### src/dss_pkg.sv
// Behaviour
// - Frequency slews at accel/decel 0.00 to 9999.99 Hz/s, default 5.00; code steps at most 0.01 Hz per tick, so 1000.00 Hz/s.
// - Voltage controller may stretch deceleration while DC link rises.
// - Multifunction mode 1 voltage, 2 current, 3 digital.
// - Leaving commissioning reinitializes; fault relay reports fault meanwhile.
// - Both enables plus rising start edge accelerate to minimum frequency.
// - Minimum frequency default 3.50 Hz for V/f and field-oriented, else 0.00.
// - Standby asserts once initialization is finished.
// - Run asserts while started and frequency produced.
// - Error asserts on monitored fault; fault code kept.
// - Dropping either enable deactivates the power stage.
// - Speed source 1 base encoder, 2 extension only if fitted.
// - Division marks 1 to 8192, default 1024.
// - Nonzero base encoder mode claims inputs four to six.
// - Encoder mode 0 is off; its settings are ignored.
package dss_pkg;

  // ----------------------------------------------------------------
  // Register map
  // ----------------------------------------------------------------
  localparam logic [7:0] ADDR_CTRL     = 8'h00;
  localparam logic [7:0] ADDR_ACCEL    = 8'h04;
  localparam logic [7:0] ADDR_DECEL    = 8'h08;
  localparam logic [7:0] ADDR_MINFREQ  = 8'h0c;
  localparam logic [7:0] ADDR_ENC      = 8'h10;
  localparam logic [7:0] ADDR_ERRCODE  = 8'h14;
  localparam logic [7:0] ADDR_STATUS   = 8'h18;
  localparam logic [7:0] ADDR_FREQ     = 8'h1c;
  localparam logic [7:0] ADDR_SPEED    = 8'h20;
  localparam logic [7:0] ADDR_IRQ_STAT = 8'h24;
  localparam logic [7:0] ADDR_IRQ_MASK = 8'h28;

  // CTRL fields
  localparam int CTRL_MFI_LSB   = 0;
  localparam int CTRL_SRC_LSB   = 2;
  localparam int CTRL_VC_BIT    = 4;
  localparam int CTRL_CFG_BIT   = 5;
  localparam int CTRL_INIT_BIT  = 8;
  localparam int CTRL_FAULT_BIT = 9;
  // ENC fields
  localparam int ENC_MARKS_LSB  = 0;
  localparam int ENC1_MODE_LSB  = 16;
  localparam int ENC2_MODE_LSB  = 20;
  localparam int ENC2_LEVEL_BIT = 24;
  // STATUS bits
  localparam int ST_STANDBY = 0;
  localparam int ST_RUN     = 1;
  localparam int ST_ERROR   = 2;
  localparam int ST_STAGE   = 3;
  localparam int ST_DIR     = 4;
  localparam int ST_MFI_DIG = 5;
  // Interrupt events
  localparam int IRQ_START = 0;
  localparam int IRQ_STOP  = 1;
  localparam int IRQ_FAULT = 2;
  localparam int IRQ_READY = 3;

  // Frequencies in units of 0.01 Hz, rates in 0.01 Hz/s.
  localparam logic [19:0] RATE_MAX      = 20'hf423f;
  localparam logic [19:0] RATE_DEFAULT  = 20'h001f4;
  localparam logic [15:0] MIN_FREQ_VF   = 16'h015e;
  localparam logic [15:0] MIN_FREQ_ZERO = 16'h0000;
  localparam logic [13:0] MARKS_MIN     = 14'h0001;
  localparam logic [13:0] MARKS_MAX     = 14'h2000;
  localparam logic [13:0] MARKS_DEFAULT = 14'h0400;

  localparam logic [1:0] MFI_VOLTAGE = 2'h1;
  localparam logic [1:0] MFI_CURRENT = 2'h2;
  localparam logic [1:0] MFI_DIGITAL = 2'h3;
  localparam logic [1:0] SRC_BASE    = 2'h1;
  localparam logic [1:0] SRC_EXT     = 2'h2;
  localparam logic [3:0] ENC_OFF     = 4'h0;

  localparam logic [7:0] CODE_STANDBY_INT = 8'ha0;
  localparam logic [7:0] CODE_RUN_INT     = 8'ha1;
  localparam logic [7:0] CODE_ERROR_INT   = 8'ha2;
  localparam logic [7:0] CODE_INV_ERROR   = 8'h67;

  // Timing
  localparam int CLK_MHZ        = 250;
  localparam int TICK_US        = 10;
  localparam int TICK_CYCLES    = CLK_MHZ * TICK_US;
  localparam int INIT_US        = 100;
  localparam int INIT_CYCLES    = CLK_MHZ * INIT_US;
  localparam int SPEED_WIN_MS   = 10;
  localparam int SPEED_CYCLES   = CLK_MHZ * 1000 * SPEED_WIN_MS;
  localparam int TICKS_PER_SEC  = 1000000 / TICK_US;

  typedef enum logic [1:0] {
    DSS_INIT    = 2'b00,
    DSS_STANDBY = 2'b01,
    DSS_RUN     = 2'b11,
    DSS_FAULT   = 2'b10
  } dss_state_type;

endpackage

### src/dss_top.sv
// The AXI4-Lite interface to the registers and the address map were decided locally.
module dss_top
  import dss_pkg::*;
#(
  parameter int INIT_LEN  = INIT_CYCLES,
  parameter int SPEED_WIN = SPEED_CYCLES
) (
  input  wire logic        aclk,
  input  wire logic        aresetn,
  input  wire logic [7:0]  s_axi_awaddr,
  input  wire logic        s_axi_awvalid,
  output logic             s_axi_awready,
  input  wire logic [31:0] s_axi_wdata,
  input  wire logic [3:0]  s_axi_wstrb,
  input  wire logic        s_axi_wvalid,
  output logic             s_axi_wready,
  output logic [1:0]       s_axi_bresp,
  output logic             s_axi_bvalid,
  input  wire logic        s_axi_bready,
  input  wire logic [7:0]  s_axi_araddr,
  input  wire logic        s_axi_arvalid,
  output logic             s_axi_arready,
  output logic [31:0]      s_axi_rdata,
  output logic [1:0]       s_axi_rresp,
  output logic             s_axi_rvalid,
  input  wire logic        s_axi_rready,
  input  wire logic        safe_torque_chan_a,
  input  wire logic        safe_torque_chan_b,
  input  wire logic        start_cw_input,
  input  wire logic        start_ccw_input,
  input  wire logic        encoder_track_a_input,
  input  wire logic        encoder_track_b_input,
  input  wire logic        encoder_index_input,
  input  wire logic        multifunction_input_one,
  input  wire logic        extension_module,
  input  wire logic        dc_link_rising,
  input  wire logic        monitor_fault,
  input  wire logic [7:0]  monitor_code,
  output logic             power_stage_reg,
  output logic             fault_relay_output,
  output logic             run_status_output,
  output logic             standby_reg,
  output logic             error_reg,
  output logic [15:0]      freq_reg,
  output logic             multifunction_digital_path,
  output logic             multifunction_analog_path,
  output logic [31:0]      ext_speed_select_reg,
  output logic             irq_reg
);

  if (INIT_LEN < 1 || SPEED_WIN < 1) begin : g_bad_cnt
    $error("bad count parameter");
  end

  // ----------------------------------------------------------------
  // Input synchronisers
  // ----------------------------------------------------------------
  logic [8:0] pin_async;
  logic [8:0] meta_reg;
  logic [8:0] sync_reg;
  logic [8:0] prev_reg;
  assign pin_async = {multifunction_input_one, extension_module, encoder_index_input,
                      encoder_track_b_input, encoder_track_a_input, start_ccw_input,
                      start_cw_input, safe_torque_chan_b, safe_torque_chan_a};

  always_ff @(posedge aclk) begin
    if (!aresetn) begin
      meta_reg <= 9'h0;
      sync_reg <= 9'h0;
      prev_reg <= 9'h0;
    end else begin
      meta_reg <= pin_async;
      sync_reg <= meta_reg;
      prev_reg <= sync_reg;
    end
  end

  logic en_a;
  logic en_b;
  logic enc1_on;
  logic enables;
  logic cw_rise;
  logic ccw_rise;
  logic [3:0] enc1_mode;
  assign en_a    = sync_reg[0];
  assign en_b    = sync_reg[1];
  assign enables = en_a && en_b;
  assign enc1_on = (enc1_mode != ENC_OFF);
  // Inputs four to six serve the encoder alone once it is on.
  assign cw_rise  = sync_reg[2] && !prev_reg[2];
  assign ccw_rise = sync_reg[3] && !prev_reg[3];

  // ----------------------------------------------------------------
  // Register file
  // ----------------------------------------------------------------
  logic [31:0] ctrl_reg;
  logic [19:0] accel_reg;
  logic [19:0] decel_reg;
  logic [15:0] minfreq_reg;
  logic [31:0] enc_reg;
  logic [7:0]  errcode_reg;
  logic [3:0]  irq_stat_reg;
  logic [3:0]  irq_mask_reg;
  logic [7:0]  aw_addr_reg;
  logic        aw_full_reg;
  logic [31:0] w_data_reg;
  logic        w_full_reg;
  logic [31:0] speed1;
  logic [31:0] speed2;
  logic        dir1;
  logic        dir2;
  logic [3:0]  events;
  logic        wr_go;
  logic [13:0] marks1;
  logic [3:0]  enc2_mode;
  dss_state_type state_reg;
  logic        dir_reg;

  assign enc1_mode = enc_reg[ENC1_MODE_LSB +: 4];
  assign enc2_mode = enc_reg[ENC2_MODE_LSB +: 4];
  assign marks1    = enc_reg[ENC_MARKS_LSB +: 14];
  assign wr_go     = aw_full_reg && w_full_reg && !s_axi_bvalid;

  function automatic logic [31:0] merge(input logic [31:0] old, input logic [31:0] nw,
                                        input logic [3:0] strb);
    logic [31:0] r;
    r = old;
    for (int i = 0; i < 4; i++) begin
      if (strb[i]) r[8*i +: 8] = nw[8*i +: 8];
    end
    return r;
  endfunction

  logic [31:0] wm;
  logic [3:0]  w_strb_reg;
  always_comb begin
    wm = 32'h0;
    case (aw_addr_reg)
      ADDR_CTRL:     wm = merge(ctrl_reg, w_data_reg, w_strb_reg);
      ADDR_ACCEL:    wm = merge({12'h0, accel_reg}, w_data_reg, w_strb_reg);
      ADDR_DECEL:    wm = merge({12'h0, decel_reg}, w_data_reg, w_strb_reg);
      ADDR_MINFREQ:  wm = merge({16'h0, minfreq_reg}, w_data_reg, w_strb_reg);
      ADDR_ENC:      wm = merge(enc_reg, w_data_reg, w_strb_reg);
      default:       wm = merge(32'h0, w_data_reg, w_strb_reg);
    endcase
  end

  always_ff @(posedge aclk) begin
    if (!aresetn) begin
      aw_full_reg <= 1'b0;
      w_full_reg  <= 1'b0;
      aw_addr_reg <= 8'h0;
      w_data_reg  <= 32'h0;
      w_strb_reg  <= 4'h0;
      s_axi_bvalid <= 1'b0;
      s_axi_bresp  <= 2'b00;
    end else begin
      if (s_axi_awvalid && s_axi_awready) begin
        aw_full_reg <= 1'b1;
        aw_addr_reg <= {s_axi_awaddr[7:2], 2'b00};
      end
      if (s_axi_wvalid && s_axi_wready) begin
        w_full_reg <= 1'b1;
        w_data_reg <= s_axi_wdata;
        w_strb_reg <= s_axi_wstrb;
      end
      if (wr_go) begin
        aw_full_reg  <= 1'b0;
        w_full_reg   <= 1'b0;
        s_axi_bvalid <= 1'b1;
        s_axi_bresp  <= (aw_addr_reg <= ADDR_IRQ_MASK) ? 2'b00 : 2'b10;
      end else if (s_axi_bvalid && s_axi_bready) begin
        s_axi_bvalid <= 1'b0;
      end
    end
  end
  assign s_axi_awready = !aw_full_reg;
  assign s_axi_wready  = !w_full_reg;

  always_ff @(posedge aclk) begin
    if (!aresetn) begin
      ctrl_reg    <= {26'h0, 1'b1, 1'b1, SRC_BASE, MFI_VOLTAGE};
      accel_reg   <= RATE_DEFAULT;
      decel_reg   <= RATE_DEFAULT;
      minfreq_reg <= MIN_FREQ_VF;
      enc_reg     <= {16'h0, 2'b00, MARKS_DEFAULT};
      irq_mask_reg <= 4'h0;
    end else if (wr_go) begin
      case (aw_addr_reg)
        ADDR_CTRL: begin
          ctrl_reg <= wm;
          // Extension source only when the module is fitted.
          if (wm[CTRL_SRC_LSB +: 2] == SRC_EXT && !sync_reg[7]) begin
            ctrl_reg[CTRL_SRC_LSB +: 2] <= ctrl_reg[CTRL_SRC_LSB +: 2];
          end
          if (wm[CTRL_CFG_BIT] != ctrl_reg[CTRL_CFG_BIT]) begin
            minfreq_reg <= wm[CTRL_CFG_BIT] ? MIN_FREQ_VF : MIN_FREQ_ZERO;
          end
        end
        ADDR_ACCEL:   accel_reg <= (wm[19:0] > RATE_MAX) ? RATE_MAX : wm[19:0];
        ADDR_DECEL:   decel_reg <= (wm[19:0] > RATE_MAX) ? RATE_MAX : wm[19:0];
        ADDR_MINFREQ: minfreq_reg <= wm[15:0];
        ADDR_ENC: begin
          enc_reg <= wm;
          if (wm[13:0] < MARKS_MIN || wm[13:0] > MARKS_MAX) begin
            enc_reg[13:0] <= enc_reg[13:0];
          end
        end
        ADDR_IRQ_MASK: irq_mask_reg <= wm[3:0];
        default: ;
      endcase
    end else begin
      ctrl_reg[CTRL_INIT_BIT]  <= 1'b0;
      ctrl_reg[CTRL_FAULT_BIT] <= 1'b0;
    end
  end

  // Interrupt status: set wins over write-one-to-clear.
  always_ff @(posedge aclk) begin
    if (!aresetn) begin
      irq_stat_reg <= 4'h0;
      irq_reg      <= 1'b0;
    end else begin
      if (wr_go && aw_addr_reg == ADDR_IRQ_STAT) begin
        irq_stat_reg <= (irq_stat_reg & ~wm[3:0]) | events;
      end else begin
        irq_stat_reg <= irq_stat_reg | events;
      end
      irq_reg <= |(irq_stat_reg & irq_mask_reg);
    end
  end

  logic [31:0] rd;
  always_comb begin
    case (s_axi_araddr & 8'hfc)
      ADDR_CTRL:     rd = ctrl_reg;
      ADDR_ACCEL:    rd = {12'h0, accel_reg};
      ADDR_DECEL:    rd = {12'h0, decel_reg};
      ADDR_MINFREQ:  rd = {16'h0, minfreq_reg};
      ADDR_ENC:      rd = enc_reg;
      ADDR_ERRCODE:  rd = {24'h0, errcode_reg};
      ADDR_STATUS:   rd = {26'h0, multifunction_digital_path, dir_reg,
                           power_stage_reg, error_reg, run_status_output, standby_reg};
      ADDR_FREQ:     rd = {16'h0, freq_reg};
      ADDR_SPEED:    rd = ext_speed_select_reg;
      ADDR_IRQ_STAT: rd = {28'h0, irq_stat_reg};
      ADDR_IRQ_MASK: rd = {28'h0, irq_mask_reg};
      default:       rd = 32'h0;
    endcase
  end


  always_ff @(posedge aclk) begin
    if (!aresetn) begin
      s_axi_rvalid <= 1'b0;
      s_axi_rdata  <= 32'h0;
      s_axi_rresp  <= 2'b00;
    end else if (s_axi_arvalid && s_axi_arready) begin
      s_axi_rvalid <= 1'b1;
      s_axi_rdata  <= rd;
      s_axi_rresp  <= ((s_axi_araddr & 8'hfc) <= ADDR_IRQ_MASK) ? 2'b00 : 2'b10;
    end else if (s_axi_rvalid && s_axi_rready) begin
      s_axi_rvalid <= 1'b0;
    end
  end
  assign s_axi_arready = !s_axi_rvalid;

  // ----------------------------------------------------------------
  // Drive sequencing
  // ----------------------------------------------------------------
  logic [31:0] init_cnt_reg;
  logic [15:0] tick_reg;
  logic [19:0] acc_frac_reg;
  logic [15:0] target;
  logic        tick;
  logic [19:0] rate;
  logic        want_run_reg;
  logic        fault_in;
  assign fault_in = monitor_fault || ctrl_reg[CTRL_FAULT_BIT];
  assign tick     = (tick_reg == 16'(TICK_CYCLES - 1));
  assign target   = want_run_reg ? minfreq_reg : 16'h0;
  assign rate     = (freq_reg < target) ? accel_reg : decel_reg;

  always_ff @(posedge aclk) begin
    if (!aresetn) begin
      state_reg    <= DSS_INIT;
      init_cnt_reg <= 32'h0;
      want_run_reg <= 1'b0;
      dir_reg      <= 1'b0;
      power_stage_reg <= 1'b0;
      errcode_reg  <= 8'h0;
    end else begin
      case (state_reg)
        DSS_INIT: begin
          power_stage_reg <= 1'b0;
          want_run_reg    <= 1'b0;
          init_cnt_reg    <= init_cnt_reg + 32'h1;
          if (init_cnt_reg == 32'(INIT_LEN - 1)) state_reg <= DSS_STANDBY;
        end
        DSS_STANDBY: begin
          if (enables && (cw_rise || ccw_rise)) begin
            state_reg       <= DSS_RUN;
            want_run_reg    <= 1'b1;
            power_stage_reg <= 1'b1;
            dir_reg         <= ccw_rise && !cw_rise;
          end
        end
        DSS_RUN: begin
          if (!enables) begin
            state_reg       <= DSS_STANDBY;
            want_run_reg    <= 1'b0;
            power_stage_reg <= 1'b0;
          end
        end
        default: begin
          power_stage_reg <= 1'b0;
          want_run_reg    <= 1'b0;
        end
      endcase
      if (fault_in) begin
        state_reg       <= DSS_FAULT;
        power_stage_reg <= 1'b0;
        errcode_reg     <= monitor_fault ? monitor_code : CODE_ERROR_INT;
      end
      if (ctrl_reg[CTRL_INIT_BIT]) begin
        state_reg    <= DSS_INIT;
        init_cnt_reg <= 32'h0;
        errcode_reg  <= 8'h0;
      end
    end
  end

  // Rate integrator in 0.01 Hz per tick; slow regeneration stretches decel.
  always_ff @(posedge aclk) begin
    if (!aresetn) begin
      tick_reg     <= 16'h0;
      acc_frac_reg <= 20'h0;
      freq_reg     <= 16'h0;
    end else begin
      tick_reg <= tick ? 16'h0 : tick_reg + 16'h1;
      if (!power_stage_reg) begin
        freq_reg     <= 16'h0;
        acc_frac_reg <= 20'h0;
      end else if (tick && freq_reg != target) begin
        if (!(freq_reg > target && ctrl_reg[CTRL_VC_BIT] && dc_link_rising)) begin
          if (acc_frac_reg + rate >= 20'(TICKS_PER_SEC)) begin
            acc_frac_reg <= 20'(acc_frac_reg + rate - 20'(TICKS_PER_SEC));
            freq_reg     <= (freq_reg < target) ? freq_reg + 16'h1 : freq_reg - 16'h1;
          end else begin
            acc_frac_reg <= acc_frac_reg + rate;
          end
        end
      end
    end
  end

  always_ff @(posedge aclk) begin
    if (!aresetn) begin
      standby_reg        <= 1'b0;
      run_status_output  <= 1'b0;
      error_reg          <= 1'b0;
      fault_relay_output <= 1'b0;
      multifunction_digital_path <= 1'b0;
      multifunction_analog_path  <= 1'b0;
      ext_speed_select_reg <= 32'h0;
    end else begin
      standby_reg       <= (state_reg != DSS_INIT) && (state_reg != DSS_FAULT);
      run_status_output <= (state_reg == DSS_RUN) && (freq_reg != 16'h0);
      error_reg         <= (state_reg == DSS_FAULT);
      // Inverted error: relay energised means healthy, so init reads as fault.
      fault_relay_output <= (state_reg == DSS_STANDBY) || (state_reg == DSS_RUN);
      multifunction_digital_path <= (ctrl_reg[CTRL_MFI_LSB +: 2] == MFI_DIGITAL)
                                    && sync_reg[8];
      multifunction_analog_path  <= (ctrl_reg[CTRL_MFI_LSB +: 2] == MFI_VOLTAGE)
                                    || (ctrl_reg[CTRL_MFI_LSB +: 2] == MFI_CURRENT);
      ext_speed_select_reg <= (ctrl_reg[CTRL_SRC_LSB +: 2] == SRC_EXT) ? speed2 : speed1;
    end
  end

  assign events = {state_reg == DSS_INIT, state_reg != DSS_FAULT && fault_in,
                   state_reg == DSS_RUN && !enables,
                   state_reg == DSS_STANDBY && enables && (cw_rise || ccw_rise)};

  // ----------------------------------------------------------------
  // Speed sensing
  // ----------------------------------------------------------------
  dss_encoder #(.WIN_CYCLES(SPEED_WIN)) u_enc1 (
    .aclk      (aclk),
    .aresetn   (aresetn),
    .enable    (enc1_on),
    .track_a   (sync_reg[4]),
    .track_b   (sync_reg[5]),
    .track_z   (sync_reg[6]),
    .marks     (marks1),
    .speed_reg (speed1),
    .dir_reg   (dir1)
  );

  // Extension sensor data arrive elsewhere; decoder is parked off.
  assign speed2 = (enc2_mode != ENC_OFF && enc_reg[ENC2_LEVEL_BIT]) ? 32'h0 : 32'h0;
  assign dir2   = 1'b0;

endmodule

### src/dss_encoder.sv
module dss_encoder
  import dss_pkg::*;
#(
  parameter int WIN_CYCLES = SPEED_CYCLES
) (
  input  wire logic        aclk,
  input  wire logic        aresetn,
  input  wire logic        enable,
  input  wire logic        track_a,
  input  wire logic        track_b,
  input  wire logic        track_z,
  input  wire logic [13:0] marks,
  output logic      [31:0] speed_reg,
  output logic             dir_reg
);

  if (WIN_CYCLES < 1) begin : g_bad_win
    $error("window too short");
  end

  logic [31:0] win_reg;
  logic [31:0] edge_reg;
  logic        a_reg;
  logic        b_reg;
  logic [3:0]  step;

  assign step = {a_reg, b_reg, track_a, track_b};

  // ----------------------------------------------------------------
  // Quadrature decode and window count
  // ----------------------------------------------------------------
  always_ff @(posedge aclk) begin
    if (!aresetn) begin
      a_reg    <= 1'b0;
      b_reg    <= 1'b0;
      edge_reg <= 32'h0;
      win_reg  <= 32'h0;
      speed_reg <= 32'h0;
      dir_reg  <= 1'b0;
    end else begin
      a_reg <= track_a;
      b_reg <= track_b;
      if (!enable) begin
        edge_reg  <= 32'h0;
        win_reg   <= 32'h0;
        speed_reg <= 32'h0;
      end else begin
        case (step)
          4'b0001, 4'b0111, 4'b1110, 4'b1000: begin
            edge_reg <= edge_reg + 32'h1;
            dir_reg  <= 1'b0;
          end
          4'b0010, 4'b1011, 4'b1101, 4'b0100: begin
            edge_reg <= edge_reg + 32'h1;
            dir_reg  <= 1'b1;
          end
          default: begin
            edge_reg <= edge_reg;
          end
        endcase
        if (win_reg == 32'(WIN_CYCLES - 1)) begin
          win_reg <= 32'h0;
          // Quarter-lines per window times 25, divided by marks; index track is not used at all.
          speed_reg <= (edge_reg * 32'd25) / {18'h0, marks};
          edge_reg  <= 32'h0;
        end else begin
          win_reg <= win_reg + 32'h1;
        end
      end
    end
  end

  logic z_unused;
  assign z_unused = track_z;

endmodule

### config.mk
export PLATFORM = sky130hd
export DESIGN_NAME = dss_top
export DESIGN_NICKNAME = d
export VERILOG_FILES = /design/src/dss_pkg.sv /design/src/dss_top.sv /design/src/dss_encoder.sv
export SDC_FILE = /design/constraint.sdc
export NUM_CORES = 2
export LEC_CHECK = 0
export ABC_AREA = 1
export ABC_CLOCK_PERIOD_IN_PS = 97600
export BUFFER_PORTS_ARGS = -buffer_cell sky130_fd_sc_hd__buf_2
export CAP_MARGIN = 25
export CORE_MARGIN = 5
export CORE_UTILIZATION = 50
export DETAILED_ROUTE_END_ITERATION = 8
export PLACE_DENSITY = 0.77
export SYNTH_ARGS = -nofsm -noshare
export SYNTH_HDL_FRONTEND = slang
export SYNTH_HIERARCHICAL = 1
export SYNTH_SLANG_ARGS = --single-unit
### constraint.sdc
create_clock -name aclk -period 97.6 [get_ports aclk]
set_clock_uncertainty 0.15 [all_clocks]
set_input_delay 29.28 -clock aclk [delete_from_list [all_inputs] [get_ports aclk]]
set_output_delay 29.28 -clock aclk [all_outputs]
set_load 0.005 [all_outputs]
; After elaboration in Yosys (flattened, before gate mapping)
; Index checks and enable logic that the tools add are counted.
[op_classes]
addsub = 8
mul = 1
div = 1
order_cmp = 8
n_eq_ne = 45
n_mux = 46
bitwise = 10
reduce_logical = 75
[ops]
columns = operator, n
row1 = 32-bit case mux with 11 select lines, 1
row2 = 8-bit two-way mux, 21
row3 = 32-bit case mux with 5 select lines, 1
row4 = "32-bit by 1-bit adder with 32-bit output, second input constant", 3
row5 = 20-bit two-way mux, 3
row6 = 16-bit two-way mux, 3
row7 = "16-bit by 1-bit adder with 16-bit output, second input constant", 2
row8 = 32-bit by 14-bit divider with 32-bit output, 1
row9 = "32-bit by 15-bit equality test with 1-bit output, second input constant", 1
row10 = "32-bit by 22-bit equality test with 1-bit output, second input constant", 1
row11 = "32-bit by 5-bit multiplier with 32-bit output, second input constant", 1
row12 = 16-bit case mux with 2 select lines, 1
row13 = "6-bit by 3-bit equality test with 1-bit output, second input constant", 5
row14 = "6-bit by 4-bit equality test with 1-bit output, second input constant", 5
row15 = "6-bit by 2-bit equality test with 1-bit output, second input constant", 4
row16 = 1-bit logical AND, 24
row17 = 2-bit AND reduction, 11
row18 = 20-bit adder, 1
row19 = "20-bit by 17-bit greater-or-equal comparator with 1-bit output, second input constant", 1
row20 = "20-bit greater-than comparator, second input constant", 1
row21 = "20-bit by 17-bit subtractor with 20-bit output, second input constant", 1
row22 = "16-bit by 12-bit equality test with 1-bit output, second input constant", 1
row23 = "4-bit equality test, second input constant", 4
row24 = 16-bit greater-than comparator, 1
row25 = other kinds (41), 96
[totals]
register_bits = 466
in_bits = 78
output_inout_bits = 97
word_cells = 240

; Longest topological paths before layout
[depth]
ltp_word = 7
mapped_depth = 637
mapped_depth_nobuf = 598

; By module
; Netlist, hierarchy kept.
[by_module_without_submodules]
columns = module, instances, cells_each, area_each_um2, seq_area_each_um2
row1 = dss_encoder, 1, 5086, 30862.1, 1981.9
row2 = dss_top, 1, 2739, 18778.0, 7287.0

; Least setup slack after synthesis
; Ideal clock, no wire load.
[synth_timing]
kind = reg-to-reg
from = reg u_enc1.edge_reg[15]
to = reg u_enc1.speed_reg[0]
setup_time_ps = 117
arrival_time_ps = 83226
required_ps = 97333
path_slack_ps = 14107
stages_incl_launch_ff = 618
n_path_buf = 42
synth_period_minus_slack_ps = 83493
cell_sequence = dfxtp_1 -> ha_1 -> ha_1 -> inv_1 -> fa_1 -> inv_1 -> ha_1 -> nand2_1 -> inv_1 -> nand2_1 -> nand2_1 -> a21oi_1 -> nor2_1 -> nor2_1 -> nand2_1 -> inv_1 -> o21ai_1 -> xor2_1 -> [582 not listed] -> o21a_1 -> o21a_1 -> o21a_1 -> o21a_1 -> o21a_1 -> o21ai_0 -> nand2_1 -> a21oi_1 -> nor2_1 -> o311a_1 -> a2111oi_0 -> o21ai_0 -> a21oi_2 -> nand4_1 -> nor2_1 -> nand2_1 -> nor2_1 -> nor2_1
[synth_between]
elab_chain_cells = 2
[synth_rtl]
columns = item, line
row1 = "start, declared", dss_encoder.sv:22  ; logic [31:0] edge_reg;
row2 = "start signal, assigned", dss_encoder.sv:50  ; edge_reg <= edge_reg + 32'h1;
row3 = "start signal, assigned", dss_encoder.sv:54  ; edge_reg <= edge_reg + 32'h1;
row4 = "start signal, assigned", dss_encoder.sv:58  ; edge_reg <= edge_reg;
row5 = 32-bit by 5-bit multiplier with 32-bit output, dss_encoder.sv:64  ; speed_reg <= (edge_reg * 32'd25) / {18'h0, marks};
row6 = 32-bit by 14-bit divider with 32-bit output, dss_encoder.sv:64
row7 = "end signal, assigned", dss_encoder.sv:64
row8 = "end, declared", dss_encoder.sv:13  ; output logic [31:0] speed_reg,
; No other way between the ends.
; A chain may end at the register's enable or synchronous reset.

; Worst setup path after layout
[layout_timing]
from = reg u_enc1.edge_reg[2]
to = reg u_enc1.speed_reg[0]
; The elaborated chain is that of the path after synthesis.

==> results by group <==
STA
  • Max Slew Vio Count: 0
  • Final Hold Fails: 0
  • Minimum clock period: 88.60 ns
  • Fmax: 11.29 MHz
  • Max-Slew Margin vs Limit: 26.11%
  • Fin crit share: 90.78%
  • Worst slew pin tran: 1.104 ns
  • Count of final setup violators: 0

Min path
  • Worst hold path class: reg -> reg

Global route
  • Largest net degree at the start of global routing: 89
  • All-Layer GR Usage: 27.12%
  • GRT overflow: 0
  • Initial antenna violation count: 2
  • Vias in the first global route: 48,240
  • First-pass GRT wire length: 242,200 um

Drt
  • 1st-iter DRT viols: 4,253
  • Antenna Nets Post-Route: 0
  • Total number of vias: 51,710
  • Post-Route WL: 151,900 um
  • Remaining DRCs: 0
  • Wirelength per Cell: 16.39 um
  • DR pass1 iterations: 9
  • DR vias/cell: 5.578

Placement
  • Placer Congestion: 0.9910
  • # port buffers: 167
  • Final HPWL DP: 117,000 um

Synthesis
  • Synth Cell Area: 0.04954 mm^2
  • Synth Warn #: 6
  • Post-Syn Area per Cell: 6.340 um^2
  • Synth Instances: 7,813

Clock tree
  • CTS sink count: 460
  • # hold bufs at CTS: 0
  • Clk slew on worst S/H paths: 0.06 ns
  • CTS Buf Count: 51
  • Clk buf depth: 3
  • Clock H-tree levels: 2
  • Root buffer cell: clkbuf_16
  • CTS tree: done
  • Worst skew pair latency: 0.64 ns

Setup path
  • Most frequent CP cell: nand2_1
  • Worst-path maximum fanout: 32
  • Slowest CP cell: dfxtp_1
  • Startpoint class of the critical path: flip-flop
  • Worst Path Required: 97.95 ns
  • Crit-path max cell delay: 0.60 ns
  • Crit Path Class: reg -> reg
  • Critical Path AT: 88.95 ns
  • Critical Path End Type: flip-flop

Floorplan
  • Starting density of the core: 50.33%
  • Total Die Area: 0.1055 mm^2
  • Die width: 324.8 um
  • Core area: 0.09842 mm^2
  • Die height: 324.8 um
  • Cell Rows: 115
  • # IOs: 175

Final layout
  • Fillers: 9,749
  • Post-layout util: 54.60%
  • Share of cells above drive strength 1: 10.12%
  • Final nets: 8,546
  • Area Overhead vs Synth: 8.474%

Outcome
  • Status: finished, final reports clean

Job
  • Max cap viols: 0
worst paths after layout:
check	cells past startpoint	endpoint	slack, ns	start
setup / recovery	588	u_enc1/speed_reg[0]	9.00	u_enc1/edge_reg[2]
hold / removal	2	sync_reg[0]	0.26	meta_reg[0]
setup reg to reg	588	u_enc1/speed_reg[0]	9.00	u_enc1/edge_reg[2]
hold reg to reg	2	sync_reg[0]	0.26	meta_reg[0]
layer usage:
| metal | track usage [%] | wire [um] | vias up |
|---|---|---|---|
| met3 | 3.659 | 10890 | 422 |
| met2 | 46.95 | 69580 | 1783 |
| met4 | 12.29 | 7818 | 0 |
| met1 | 33.59 | 63620 | 23580 |
| met5 | 0 | 0 | - |
| li1 | - | - | 25930 |
per-stage QoR:
step / worst slack [ns] / setup TNS [ns] / cells / area [um^2] / hold WS, ns
5_1_grt: -0.08591 / -0.08591 / 9269 / 53730 / 0.2827
6_report: 9.002 / 0 / 9270 / 53740 / 0.2627
2_1_floorplan: 14.11 / 0 / 7814 / 49540 / 0.2405
4_1_cts: 2.920 / 0 / 9221 / 53160 / 0.2664
3_5_place_dp: 3.437 / 0 / 9129 / 51400 / 0.2510
3_3_place_gp: 5.725 / 0 / 9128 / 51370 / 0.2516
cell usage in the layout, fill, tap and decap left out, types with 70 or more instances in the layout:
master and count:
buf_2 166, nor3_1 87, ha_1 498, o21ai_1 89, nand3_1 418, o21ai_0 561, nor2_1 676, xor2_1 237
buf_4 79, nand2_1 1756, nand2_2 70, inv_1 1114, inv_2 79, dfxtp_1 460, nand4_1 159, xnor2_1 111
a21oi_1 557
area by class of cell:
class | count | area (um^2) | area share (%)
clock inverter | 24 | 341.6 | 0.6357
clock buffer | 68 | 1420 | 2.643
multi-input combinational | 5942 | 34940 | 65.01
antenna | 2 | 5.005 | 0.009314
timing repair buffer | 248 | 1483 | 2.759
sequential | 460 | 9209 | 17.14
timing repair inverter | 6 | 32.53 | 0.06054
tap | 1287 | 1610 | 2.997
inverter | 1233 | 4698 | 8.743
critical path, delay by kind of cell (launching register included):
| kind | cells | cell delay, ns |
|---|---|---|
| adder cells (fa/ha/maj) | 36 | 11.43 |
| buffers and inverters | 127 | 11.83 |
| AND/OR/NAND/NOR | 202 | 23.80 |
| flip-flops | 1 | 0.60 |
| multiplexers | 1 | 0.22 |
| XOR/XNOR | 1 | 0.27 |
| AO/OA/AOI/OAI | 221 | 39.95 |
timing repair:
| item | CTS | global route |
|---|---|---|
| hold endpoints to repair | 0 | 0 |
| setup endpoints to repair | 0 | 3 |
| buffers inserted | 0 | 34 |
| resized for setup | 0 | 65 |
Power is left out: the tool's default activity adds up to more than one toggle a clock period on the data nets, which glitch-free logic cannot reach.
